<file path="config.mk">
export PLATFORM = sky130hd
export DESIGN_NAME = spcb_bank
export DESIGN_NICKNAME = d
export VERILOG_FILES = /design/src/core/spcb_pkg.sv /design/src/core/spcb_bank.sv /design/src/core/spcb_settle_timer.sv
export SDC_FILE = /design/constraint.sdc
export NUM_CORES = 1
export LEC_CHECK = 0
export ABC_CLOCK_PERIOD_IN_PS = 2600
export BUFFER_PORTS_ARGS = -buffer_cell sky130_fd_sc_hd__buf_2
export CORE_ASPECT_RATIO = 1.25
export CORE_MARGIN = 1
export CORE_UTILIZATION = 51
export DETAILED_ROUTE_END_ITERATION = 8
export PLACE_DENSITY = 0.77
export SYNTH_ARGS = -nofsm -noshare
export SYNTH_HDL_FRONTEND = slang
export SYNTH_SLANG_ARGS = --single-unit
</file>
<file path="constraint.sdc">
create_clock -name ref_clk_i -period 2.6 [get_ports ref_clk_i]
set_input_delay 0.78 -clock ref_clk_i [delete_from_list [all_inputs] [get_ports ref_clk_i]]
set_output_delay 0.78 -clock ref_clk_i [all_outputs]
set_load 0.1 [all_outputs]
</file>
<file path="src/core/spcb_pkg.sv">
// constants, register map and field layout of the servo protection config bank
package spcb_pkg;
    localparam int unsigned SPCB_AW = 16;
    localparam int unsigned SPCB_DW = 16;

    // word addresses on the parameter access port
    localparam logic [15:0] SPCB_ADDR_SPECIAL_ONE = 16'h0282;
    localparam logic [15:0] SPCB_ADDR_SPECIAL_TWO = 16'h0284;
    localparam logic [15:0] SPCB_ADDR_SETTLE_THR = 16'h0286;
    localparam logic [15:0] SPCB_ADDR_TRACK_MODE = 16'h028a;
    localparam logic [15:0] SPCB_ADDR_READBACK_UNIT = 16'h028c;
    localparam logic [15:0] SPCB_ADDR_HOME_SET = 16'h028e;

    // reset values
    localparam logic [15:0] SPCB_RST_SPECIAL_ONE = 16'h0000;
    localparam logic [15:0] SPCB_RST_SPECIAL_TWO = 16'h0010;
    localparam logic [15:0] SPCB_RST_SETTLE_THR = 16'h000f;
    localparam logic [15:0] SPCB_RST_READBACK_UNIT = 16'h0000;

    // writable bits; everything else is reserved and reads as zero
    localparam logic [15:0] SPCB_MASK_SPECIAL_ONE = 16'hb240;
    localparam logic [15:0] SPCB_MASK_SPECIAL_TWO = 16'h0214;
    localparam logic [15:0] SPCB_MASK_READBACK_UNIT = 16'h0007;

    // field positions, special word one
    localparam int unsigned SPCB_B1_PULSE_ERR_DIS = 6;
    localparam int unsigned SPCB_B1_WIRE_CUT_EN = 9;
    localparam int unsigned SPCB_B1_PHASE_LOSS_DIS = 12;
    localparam int unsigned SPCB_B1_ENC_OUT_DIS = 13;
    localparam int unsigned SPCB_B1_FRICTION_ZERO = 15;
    // special word two
    localparam int unsigned SPCB_B2_UV_AUTOCLEAR = 2;
    localparam int unsigned SPCB_B2_IGNORE_MASK = 4;
    localparam int unsigned SPCB_B2_UV_TO_ALARM = 9;
    // readback unit word
    localparam int unsigned SPCB_RU_DIO_PULSE = 0;
    localparam int unsigned SPCB_RU_COMM_PULSE = 1;
    localparam int unsigned SPCB_RU_NO_OVF_WARN = 2;

    localparam logic [15:0] SPCB_SETTLE_THR_MAX = 16'h07d0;
    localparam logic [15:0] SPCB_HOME_FUNC_CODE = 16'h010f;

    // inertia estimate must stay below threshold this long
    localparam int unsigned SPCB_CLK_HZ = 10_000_000;
    localparam int unsigned SPCB_SETTLE_MS = 100;
    localparam int unsigned SPCB_SETTLE_CYC = SPCB_CLK_HZ / 1000 * SPCB_SETTLE_MS;

    typedef enum logic [0:0] {
        SPCB_TRACK_INCREMENTAL = 1'b0,
        SPCB_TRACK_ABSOLUTE = 1'b1
    } spcb_track_e;
endpackage

</file>
<file path="src/core/spcb_bank.sv">
// servo protection config bank: parameter words and the protection logic they steer
//
// What this block does
// - special word one bit 9 set enables broken motor phase wire detection.
// - special word one bit 12 clear raises phase loss alarm; set disables it.
// - special word one bit 13 clear raises encoder output alarm; set disables.
// - below zero speed, bit 15 set zeroes friction compensation, clear keeps it.
// - special word two bit 2: undervoltage latches until cleared, or self-clears.
// - special word two bit 4 set suppresses the ignorable fault alarm.
// - undervoltage drives warning pin, or alarm pin when word two bit 9 set.
// - semi-auto inertia estimate held below threshold long enough means complete.
// - tracking mode 0 runs every motor as incremental.
// - tracking mode 1 is absolute; incremental motor raises wrong motor alarm.
// - new tracking mode takes effect only after next power-up.
// - readback bit 0 picks pulse or user units for digital I/O positions.
// - readback bit 1 picks pulse or user units for communication positions.
// - readback bit 2 set suppresses overflow warnings, else unit-matched warning.
// - writing 1 to home-set with function code 271 sets home position.
`timescale 1ns/1ns
module spcb_bank
    import spcb_pkg::*;
#(
    parameter int unsigned SETTLE_CYC = SPCB_SETTLE_CYC
) (
    input wire logic ref_clk_i,
    input wire logic resetn_i,
    // parameter access port (panel or communication)
    input wire logic par_wr_i,
    input wire logic par_rd_i,
    input wire logic [SPCB_AW-1:0] par_addr_i,
    input wire logic [SPCB_DW-1:0] par_wdata_i,
    output logic [SPCB_DW-1:0] par_rdata_o,
    output logic par_ack_o,
    output logic par_err_o,
    // values restored at power-up and other drive state
    input wire logic nv_track_mode_i,
    input wire logic [15:0] special_function_code_i,
    input wire logic motor_is_absolute_i,
    input wire logic semi_auto_mode_i,
    input wire logic [15:0] inertia_estimate_i,
    input wire logic speed_below_zero_threshold_i,
    input wire logic [15:0] friction_comp_i,
    // raw detector inputs
    input wire logic pulse_err_det_i,
    input wire logic wire_cut_det_i,
    input wire logic phase_loss_det_i,
    input wire logic encoder_output_det_i,
    input wire logic ignorable_fault_det_i,
    input wire logic undervoltage_det_i,
    input wire logic alarm_clear_i,
    input wire logic position_overflow_i,
    // results
    output logic pulse_err_alarm_o,
    output logic wire_cut_alarm_o,
    output logic phase_loss_alarm_o,
    output logic encoder_output_alarm_o,
    output logic ignorable_fault_alarm_o,
    output logic undervoltage_alarm_o,
    output logic alarm_output_pin_o,
    output logic warning_output_pin_o,
    output logic wrong_motor_alarm_o,
    output logic absolute_mode_o,
    output logic [15:0] friction_comp_o,
    output logic dio_unit_pulse_o,
    output logic comm_unit_pulse_o,
    output logic user_unit_overflow_warning_o,
    output logic pulse_unit_overflow_warning_o,
    output logic inertia_done_o,
    output logic home_set_o
);
    logic [15:0] special_bits_one_r;
    logic [15:0] special_bits_two_r;
    logic [15:0] inertia_settle_threshold_r;
    logic position_tracking_mode_r;
    logic track_active_r;
    logic [15:0] readback_unit_select_r;
    logic powerup_done_r;
    logic uv_latch_r;
    logic uv_latch_nxt;
    logic settle_done;

    // address decode
    wire hit_one = (par_addr_i == SPCB_ADDR_SPECIAL_ONE);
    wire hit_two = (par_addr_i == SPCB_ADDR_SPECIAL_TWO);
    wire hit_thr = (par_addr_i == SPCB_ADDR_SETTLE_THR);
    wire hit_mode = (par_addr_i == SPCB_ADDR_TRACK_MODE);
    wire hit_unit = (par_addr_i == SPCB_ADDR_READBACK_UNIT);
    wire hit_home = (par_addr_i == SPCB_ADDR_HOME_SET);
    wire hit_any = hit_one || hit_two || hit_thr || hit_mode || hit_unit || hit_home;
    wire access = par_wr_i || par_rd_i;
    wire wr_ok = par_wr_i && hit_any;

    // out-of-range threshold writes are refused so the settle compare stays meaningful
    wire thr_ok = (par_wdata_i <= SPCB_SETTLE_THR_MAX);
    localparam logic [15:0] HOME_TRIGGER = 16'h0001;
    wire home_req = wr_ok && hit_home && (par_wdata_i == HOME_TRIGGER) &&
                    (special_function_code_i == SPCB_HOME_FUNC_CODE);

    logic [15:0] rd_mux;
    always_comb begin
        rd_mux = 16'h0000;
        if (hit_one) begin
            rd_mux = special_bits_one_r;
        end else if (hit_two) begin
            rd_mux = special_bits_two_r;
        end else if (hit_thr) begin
            rd_mux = inertia_settle_threshold_r;
        end else if (hit_mode) begin
            rd_mux = {15'h0000, position_tracking_mode_r};
        end else if (hit_unit) begin
            rd_mux = readback_unit_select_r;
        end
    end

    // the stored register reloads from the non-volatile copy at power-up, then tracks writes;
    // software never reaches track_active_r, so a new mode only acts after re-power
    always_ff @(posedge ref_clk_i or negedge resetn_i) begin
        if (!resetn_i) begin
            position_tracking_mode_r <= SPCB_TRACK_INCREMENTAL;
            track_active_r <= SPCB_TRACK_INCREMENTAL;
            powerup_done_r <= 1'b0;
        end else begin
            powerup_done_r <= 1'b1;
            if (!powerup_done_r) begin
                position_tracking_mode_r <= nv_track_mode_i;
                track_active_r <= nv_track_mode_i;
            end else if (wr_ok && hit_mode) begin
                position_tracking_mode_r <= par_wdata_i[0];
            end
        end
    end

    always_ff @(posedge ref_clk_i or negedge resetn_i) begin
        if (!resetn_i) begin
            special_bits_one_r <= SPCB_RST_SPECIAL_ONE;
            special_bits_two_r <= SPCB_RST_SPECIAL_TWO;
            inertia_settle_threshold_r <= SPCB_RST_SETTLE_THR;
            readback_unit_select_r <= SPCB_RST_READBACK_UNIT;
        end else begin
            if (wr_ok && hit_one) begin
                special_bits_one_r <= par_wdata_i & SPCB_MASK_SPECIAL_ONE;
            end
            if (wr_ok && hit_two) begin
                special_bits_two_r <= par_wdata_i & SPCB_MASK_SPECIAL_TWO;
            end
            if (wr_ok && hit_thr && thr_ok) begin
                inertia_settle_threshold_r <= par_wdata_i;
            end
            if (wr_ok && hit_unit) begin
                // reserved upper bits are dropped even if software sets them
                readback_unit_select_r <= par_wdata_i & SPCB_MASK_READBACK_UNIT;
            end
        end
    end

    always_ff @(posedge ref_clk_i or negedge resetn_i) begin
        if (!resetn_i) begin
            par_rdata_o <= 16'h0000;
            par_ack_o <= 1'b0;
            par_err_o <= 1'b0;
            home_set_o <= 1'b0;
        end else begin
            par_rdata_o <= (par_rd_i && hit_any) ? rd_mux : 16'h0000;
            par_ack_o <= access && hit_any;
            par_err_o <= access && !hit_any;
            home_set_o <= home_req;
        end
    end

    // undervoltage latch: a new detection wins over a clear in the same cycle
    wire uv_autoclear = special_bits_two_r[SPCB_B2_UV_AUTOCLEAR];
    wire uv_release = uv_autoclear ? 1'b1 : alarm_clear_i;
    assign uv_latch_nxt = undervoltage_det_i || (uv_latch_r && !uv_release);
    wire uv_to_alarm = special_bits_two_r[SPCB_B2_UV_TO_ALARM];

    wire comm_pulse = readback_unit_select_r[SPCB_RU_COMM_PULSE];
    wire ovf_warn = position_overflow_i && !readback_unit_select_r[SPCB_RU_NO_OVF_WARN];
    wire friction_zero = speed_below_zero_threshold_i && special_bits_one_r[SPCB_B1_FRICTION_ZERO];

    always_ff @(posedge ref_clk_i or negedge resetn_i) begin
        if (!resetn_i) begin
            uv_latch_r <= 1'b0;
            undervoltage_alarm_o <= 1'b0;
            alarm_output_pin_o <= 1'b0;
            warning_output_pin_o <= 1'b0;
        end else begin
            uv_latch_r <= uv_latch_nxt;
            undervoltage_alarm_o <= uv_latch_nxt;
            alarm_output_pin_o <= uv_latch_nxt && uv_to_alarm;
            warning_output_pin_o <= uv_latch_nxt && !uv_to_alarm;
        end
    end

    // detector gates: an alarm follows its detector one cycle later while its enable holds
    always_ff @(posedge ref_clk_i or negedge resetn_i) begin
        if (!resetn_i) begin
            pulse_err_alarm_o <= 1'b0;
            wire_cut_alarm_o <= 1'b0;
            phase_loss_alarm_o <= 1'b0;
            encoder_output_alarm_o <= 1'b0;
            ignorable_fault_alarm_o <= 1'b0;
        end else begin
            pulse_err_alarm_o <= pulse_err_det_i && !special_bits_one_r[SPCB_B1_PULSE_ERR_DIS];
            wire_cut_alarm_o <= wire_cut_det_i && special_bits_one_r[SPCB_B1_WIRE_CUT_EN];
            phase_loss_alarm_o <= phase_loss_det_i && !special_bits_one_r[SPCB_B1_PHASE_LOSS_DIS];
            encoder_output_alarm_o <= encoder_output_det_i && !special_bits_one_r[SPCB_B1_ENC_OUT_DIS];
            ignorable_fault_alarm_o <= ignorable_fault_det_i && !special_bits_two_r[SPCB_B2_IGNORE_MASK];
        end
    end

    always_ff @(posedge ref_clk_i or negedge resetn_i) begin
        if (!resetn_i) begin
            wrong_motor_alarm_o <= 1'b0;
            absolute_mode_o <= 1'b0;
            friction_comp_o <= 16'h0000;
            dio_unit_pulse_o <= 1'b0;
            comm_unit_pulse_o <= 1'b0;
            user_unit_overflow_warning_o <= 1'b0;
            pulse_unit_overflow_warning_o <= 1'b0;
        end else begin
            // only the mode captured at power-up steers the drive
            absolute_mode_o <= track_active_r;
            wrong_motor_alarm_o <= powerup_done_r && track_active_r && !motor_is_absolute_i;
            friction_comp_o <= friction_zero ? 16'h0000 : friction_comp_i;
            dio_unit_pulse_o <= readback_unit_select_r[SPCB_RU_DIO_PULSE];
            comm_unit_pulse_o <= comm_pulse;
            user_unit_overflow_warning_o <= ovf_warn && !comm_pulse;
            pulse_unit_overflow_warning_o <= ovf_warn && comm_pulse;
        end
    end

    spcb_settle_timer #(
        .SETTLE_CYC(SETTLE_CYC)
    ) u_settle (
        .ref_clk_i(ref_clk_i),
        .resetn_i(resetn_i),
        .enable_i(semi_auto_mode_i),
        .estimate_i(inertia_estimate_i),
        .threshold_i(inertia_settle_threshold_r),
        .done_o(settle_done)
    );

    always_ff @(posedge ref_clk_i or negedge resetn_i) begin
        if (!resetn_i) begin
            inertia_done_o <= 1'b0;
        end else begin
            inertia_done_o <= settle_done;
        end
    end
endmodule

</file>
<file path="src/core/spcb_settle_timer.sv">
// inertia estimation settle detector: estimate below threshold for a sustained time
`timescale 1ns/1ns
module spcb_settle_timer
    import spcb_pkg::*;
#(
    parameter int unsigned SETTLE_CYC = SPCB_SETTLE_CYC
) (
    input wire logic ref_clk_i,
    input wire logic resetn_i,
    input wire logic enable_i,
    input wire logic [15:0] estimate_i,
    input wire logic [15:0] threshold_i,
    output logic done_o
);
    localparam int unsigned CW = $clog2(SETTLE_CYC + 1);
    localparam logic [CW-1:0] CNT_LAST = CW'(SETTLE_CYC - 1);

    logic [CW-1:0] cnt_r;
    logic [CW-1:0] cnt_nxt;
    logic done_r;
    logic done_nxt;
    wire below = enable_i && (estimate_i < threshold_i);
    wire reached = (cnt_r == CNT_LAST);

    // any excursion above threshold restarts the interval
    assign cnt_nxt = !below ? '0 : (reached ? cnt_r : cnt_r + CW'(1));
    assign done_nxt = below && (reached || done_r);

    always_ff @(posedge ref_clk_i or negedge resetn_i) begin
        if (!resetn_i) begin
            cnt_r <= '0;
            done_r <= 1'b0;
        end else begin
            cnt_r <= cnt_nxt;
            done_r <= done_nxt;
        end
    end

    assign done_o = done_r;
endmodule
</file>
==> impl_metrics.ini, run 1 <==
[clocking]
cts_tree = built
cts_hold_buf = 0
cts_resized = 0
insertion_delay_ns = 0.38
clock_sinks = 101
cts-root-buf = clkbuf_8
cts_buffers = 9
max-clock-path-buffers = 2
cts.clk_slew.worst_paths_ns = 0.10
cts_setup_buffers = 0
h-tree-depth = 3

[synth]
syn_area_per_cell_um2 = 11.59
ys_seq_area_share_pct = 55.65
ys.flop_type = dfrtp_1
syn_nets = 505
synth_top_cell_by_area = dfrtp_1
synth.area.top_cells = dfrtp_1 53%, mux2_2 4.5%, ha_1 4.4%
synth-seq-cells = 101
synth_top_area_share_pct = 52.76
synth-warning-count = 0
synthArstFlopShare_pct = 100.0
synth_edf_count = 0
synth_area_um2 = 4553
synth_cell_types = 57
synth_cells = 393

[timing]
timing_hold_violations_final = 0
finClkSkew_ns = 0.01630
fmax_ghz = 0.4145
slew_headroom_pct = 48.32
fin_crit_ns = 2.412
slew_viol_final = 0
grt_setup_unrepaired = false
timing.final.crit_share_pct = 92.79
final.setup.tns_ns = 0
tightest_slew_ns = 0.7733
setup_viol = 0

[cells_and_area]
final_common_cell = buf_2
diodes = 0
final_cell_mix = 144 x buf_2, 96 x dfrtp_1, 41 x nor2_1
regArea_um2 = 2534
fin_area_um2 = 5683
drive_gt1_share_pct = 38.99
final_nets = 661
areaGrowthSynthToFinish_pct = 24.81
multiInputGateArea_um2 = 1874
fillers = 713

[die]
rows = 38
die_w_um = 86.51
die-area_um2 = 9312
start_util_pct = 52.62
ios = 146
chipHeight_um = 107.6
core_area_um2 = 8653

[global_routing]
grt_max_degree = 38
grt_pass1_vias = 3599
antenna_found_initial = 0
grt_overflow = 0
grt_usage_pct = 24.36
grt_pass1_wl_um = 16970

[place]
place.gp.congestion = 0.8303
io_buffers = 145
placed_area_um2 = 5468
dp_hpwl_um = 8119

[pwr]
irDropWorstVdd_uv = 409.8
p_leak_nw = 2.762
powerDensity_nw_per_um2 = 540.2

[route]
drtPass1Iterations = 4
remaining_drc_errors = 0
routed_wl_um = 10510
vias_per_cell = 5.251
drtIter0Drc = 167
ant_nets = 0
vias = 3539
wl_per_cell_um = 15.60

[worst_hold_path]
hold_class = in -> async

[setup_path]
end_kind = register
cp.arrival_ns = 2.71
critPathKind = reg -> reg
worst_setup_path_start_kind = register
cp.required_ns = 2.89
cp_max_fo = 21

[outcome]
status = completed

[run]
cap_violations = 0
[area by class of cell]
class | instances | share of cell area, %
clock buffers | 9 | 2.180
inverters | 21 | 1.387
well taps | 120 | 2.642
repair buffers | 157 | 14.62
clock inverters | 7 | 1.607
flip-flops and latches | 101 | 44.58
multi-input cells | 259 | 32.98
[sequential cells by signal, summed over array words and instances, names as in the netlist, 3 cells and up]
signal and cells:
inertia_settle_threshold_r 16, friction_comp_o 16, special_bits_one_r 5, par_rdata_o 16
special_bits_two_r 3, readback_unit_select_r 3, u_settle.cnt_r 20
[through the flow]
step	util (%)	std cells	hold slack (ns)	setup WS, ns	total power, mW
4_1_cts	65.67	674	0.3193	0.1648	3.095
6_report	65.67	674	0.3239	0.1875	3.070
5_1_grt	65.67	674	0.3402	0.09543	3.184
3_3_place_gp	63.19	658	0.3594	-0.1832	2.025
2_1_floorplan	-	393	0.3535	0.1503	1.869
3_5_place_dp	63.19	658	0.3651	-0.1683	2.034
[metal layers]
metal / vias to the layer above / part of all wire [%] / GRT usage [%]
li1: 1680 / - / -
met1: 1722 / 40 / 28.49
met2: 115 / 53 / 42.80
met3: 22 / 3.9 / 3.604
met4: 0 / 3.1 / 13.10
met5: - / 0 / 0
[cell families (layout without fill, tap and decap cells)]
family / after synthesis / after routing / synth area share, %
mux: 29 / 29 / 7.310
fa+ha+maj: 16 / 16 / 4.397
xor+xnor: 15 / 15 / 2.885
other cells: 1 / 1 / 0.08236
buf+inv: 33 / 194 / 3.243
flops: 101 / 101 / 55.65
compound gates: 30 / 30 / 5.084
simple gates: 168 / 168 / 21.35
[worst paths after layout]
path                                                     from                       endpoint  slack (ns)  cells after the start
worst max-delay path            inertia_settle_threshold_r[2]              u_settle.cnt_r[5]        0.19                      7
worst min-delay path                                 resetn_i              u_settle.cnt_r[0]        0.32                      1
worst max register to register  inertia_settle_threshold_r[2]              u_settle.cnt_r[5]        0.19                      7
worst min register to register                u_settle.done_o                 inertia_done_o        0.39                      0
max in group asynchronous                            resetn_i  inertia_settle_threshold_r[2]        1.64                      2
min in group ref_clk_i                        u_settle.done_o                 inertia_done_o        0.39                      0
[critical path: stages (launching register included)]
cell and delay, ns:
dfstp_2 0.56, inv_1 0.04, ha_1 0.28, a211oi_1 0.31, a2111oi_0 0.16, buf_4 0.16
or4_4 0.63, a311oi_2 0.22
[cells in the mapped netlist, types with 7 or more instances]
master	instances
clkbuf_1	8
nor3_1	15
nor2b_1	10
nor2_1	41
mux2i_1	7
dfrtp_1	96
a21oi_1	9
inv_1	21
ha_1	16
nand2_1	18
and2_1	24
mux2_2	18
nand3_1	11
xnor2_1	9
nand4_1	11
[report_power, final]
part	total, mW	leakage [nW]	switching [mW]	internal (mW)
Combinational	0.397	1.33	0.287	0.111
Clock	1.07	0.111	0.596	0.472
Sequential	1.61	1.32	0.00906	1.60
Total	3.07	2.76	0.892	2.18
(Power assumes the default switching activity.)
==> run 2, diff against run 1 <==
==> constraint.sdc (replaced) <==
create_clock -name ref_clk_i -period 2.6 [get_ports ref_clk_i]
set_input_delay 0.52 -clock ref_clk_i [delete_from_list [all_inputs] [get_ports ref_clk_i]]
set_output_delay 0.52 -clock ref_clk_i [all_outputs]
set_load 0.1 [all_outputs]
==> run 2 against run 1 <==
Net effect:
- fmax fell by 1.5%
- worst hold slack got worse by 0.20 ns
- global-route usage fell by 0.96 points
- clock skew fell by 0.0061 ns
- critical path type unchanged
- largest power group unchanged
==> impl_metrics.ini, run 2 (synthesis gave the netlist of run 1 again) <==
[route]
drtIter0Drc = 117
wl_per_cell_um = 14.98
remaining_drc_errors = 0
drtPass1Iterations = 4
ant_nets = 0
vias_per_cell = 5.207
vias = 3494
routed_wl_um = 10050

[timing]
worst_slack_ns = 0.1501
setup_viol = 0
fmax_ghz = 0.4082
final.setup.tns_ns = 0
timing_hold_violations_final = 0
holdWs_ns = 0.1272
grt_setup_unrepaired = false
finClkSkew_ns = 0.01019
tightest_slew_ns = 0.7757
fin_crit_ns = 2.450
timing.final.crit_share_pct = 94.23
slew_headroom_pct = 48.16
slew_viol_final = 0

[run]
cap_violations = 0

[place]
place.gp.congestion = 0.7935
io_buffers = 145
pre_cts_slack_ns = -0.03034
dp_hpwl_um = 7928
dp.cells = 655
placed_area_um2 = 5430

[global_routing]
grt_pass1_vias = 3494
grt_pass1_wl_um = 16420
antenna_found_initial = 0
grt_overflow = 0
grt_usage_pct = 23.41
grt_max_degree = 43

[cells_and_area]
diodes = 0
fin_util_pct = 65.07
final_common_cell = buf_2
final_nets = 658
final_cell_mix = 144 x buf_2, 96 x dfrtp_1, 41 x nor2_1
largest_register_ffs = 20
top_register = u_settle.cnt_r
drive_gt1_share_pct = 38.84
fin_area_um2 = 5630
layout.cells.non_filler = 671
areaGrowthSynthToFinish_pct = 23.66

[outcome]
status = completed

[pwr]
irDropWorstVdd_uv = 354.1
p_leak_nw = 2.733
powerDensity_nw_per_um2 = 527.2
total_power_mw = 2.968

[setup_path]
cp_max_fo = 8
end_kind = register
critPathKind = reg -> reg
max_stage_delay_ns = 0.64
cp.arrival_ns = 2.73
slowest_stage = or4_2
cp_cell_sequence = inv_1 > ha_1 > a211oi_1 > a2111oi_0 > or4_2 > buf_4 > a311oi_2
cp.required_ns = 2.88
worst_setup_path_start_kind = register

[clocking]
h-tree-depth = 3
cts_setup_buffers = 0
clock_sinks = 101
cts_buffers = 9
max-clock-path-buffers = 2
cts.clk_slew.worst_paths_ns = 0.10
cts_tree = built
cts-root-buf = clkbuf_8
insertion_delay_ns = 0.37

[die]
ios = 146
die_w_um = 86.51
rows = 38
chipHeight_um = 107.6
start_util_pct = 52.62
core_area_um2 = 8653
die-area_um2 = 9312

[worst_hold_path]
hold_class = in -> async
run 2: metal layers:
layer | global-route usage [%] | part of all wire [%] | vias to the layer above
met5 | 0 | 0 | -
met4 | 10.48 | 2.3 | 0
met2 | 40.93 | 53 | 121
li1 | - | - | 1681
met3 | 4.294 | 4.4 | 17
met1 | 27.90 | 40 | 1675
run 2: cell type report:
class / count / area (um2)
Sequential cell: 101 / 2534
Multi-Input combinational cell: 259 / 1877
Clock buffer: 10 / 137.6
Timing Repair Buffer: 154 / 795.8
Inverter: 21 / 78.83
Clock inverter: 6 / 57.56
Fill cell: 703 / 3023
Tap cell: 120 / 150.1
run 2: timing repair:
item	CTS	global route
endpoints found under the setup margin	0	2
gates resized for setup	0	1
endpoints found under the hold margin	0	0
hold buffers	0	0
run 2: final timing paths:
kind	from	end	slack [ns]	cells past startpoint
worst max-delay path	inertia_settle_threshold_r[2]	u_settle.cnt_r[5]	0.15	7
worst min-delay path	resetn_i	par_rdata_o[10]	0.13	1
worst max register to register	inertia_settle_threshold_r[2]	u_settle.cnt_r[5]	0.15	7
worst min register to register	track_active_r	absolute_mode_o	0.39	0
max in group asynchronous	resetn_i	u_settle.cnt_r[19]	1.76	2
min in group ref_clk_i	motor_is_absolute_i	wrong_motor_alarm_o	0.30	2
run 2: critical path, delay by kind of cell (launching register included):
| kind | cells | cell delay, ns |
|---|---|---|
| buf+inv | 2 | 0.24 |
| fa+ha+maj | 1 | 0.29 |
| simple gates | 1 | 0.64 |
| compound gates | 3 | 0.63 |
| flops | 1 | 0.56 |
run 2: where the power goes:
| part | switching, mW | total [mW] | internal [mW] |
|---|---|---|---|
| clock | 0.569 | 0.971 | 0.402 |
| sequential | 0.00869 | 1.60 | 1.60 |
| combinational | 0.284 | 0.393 | 0.108 |
| total | 0.862 | 2.97 | 2.11 |
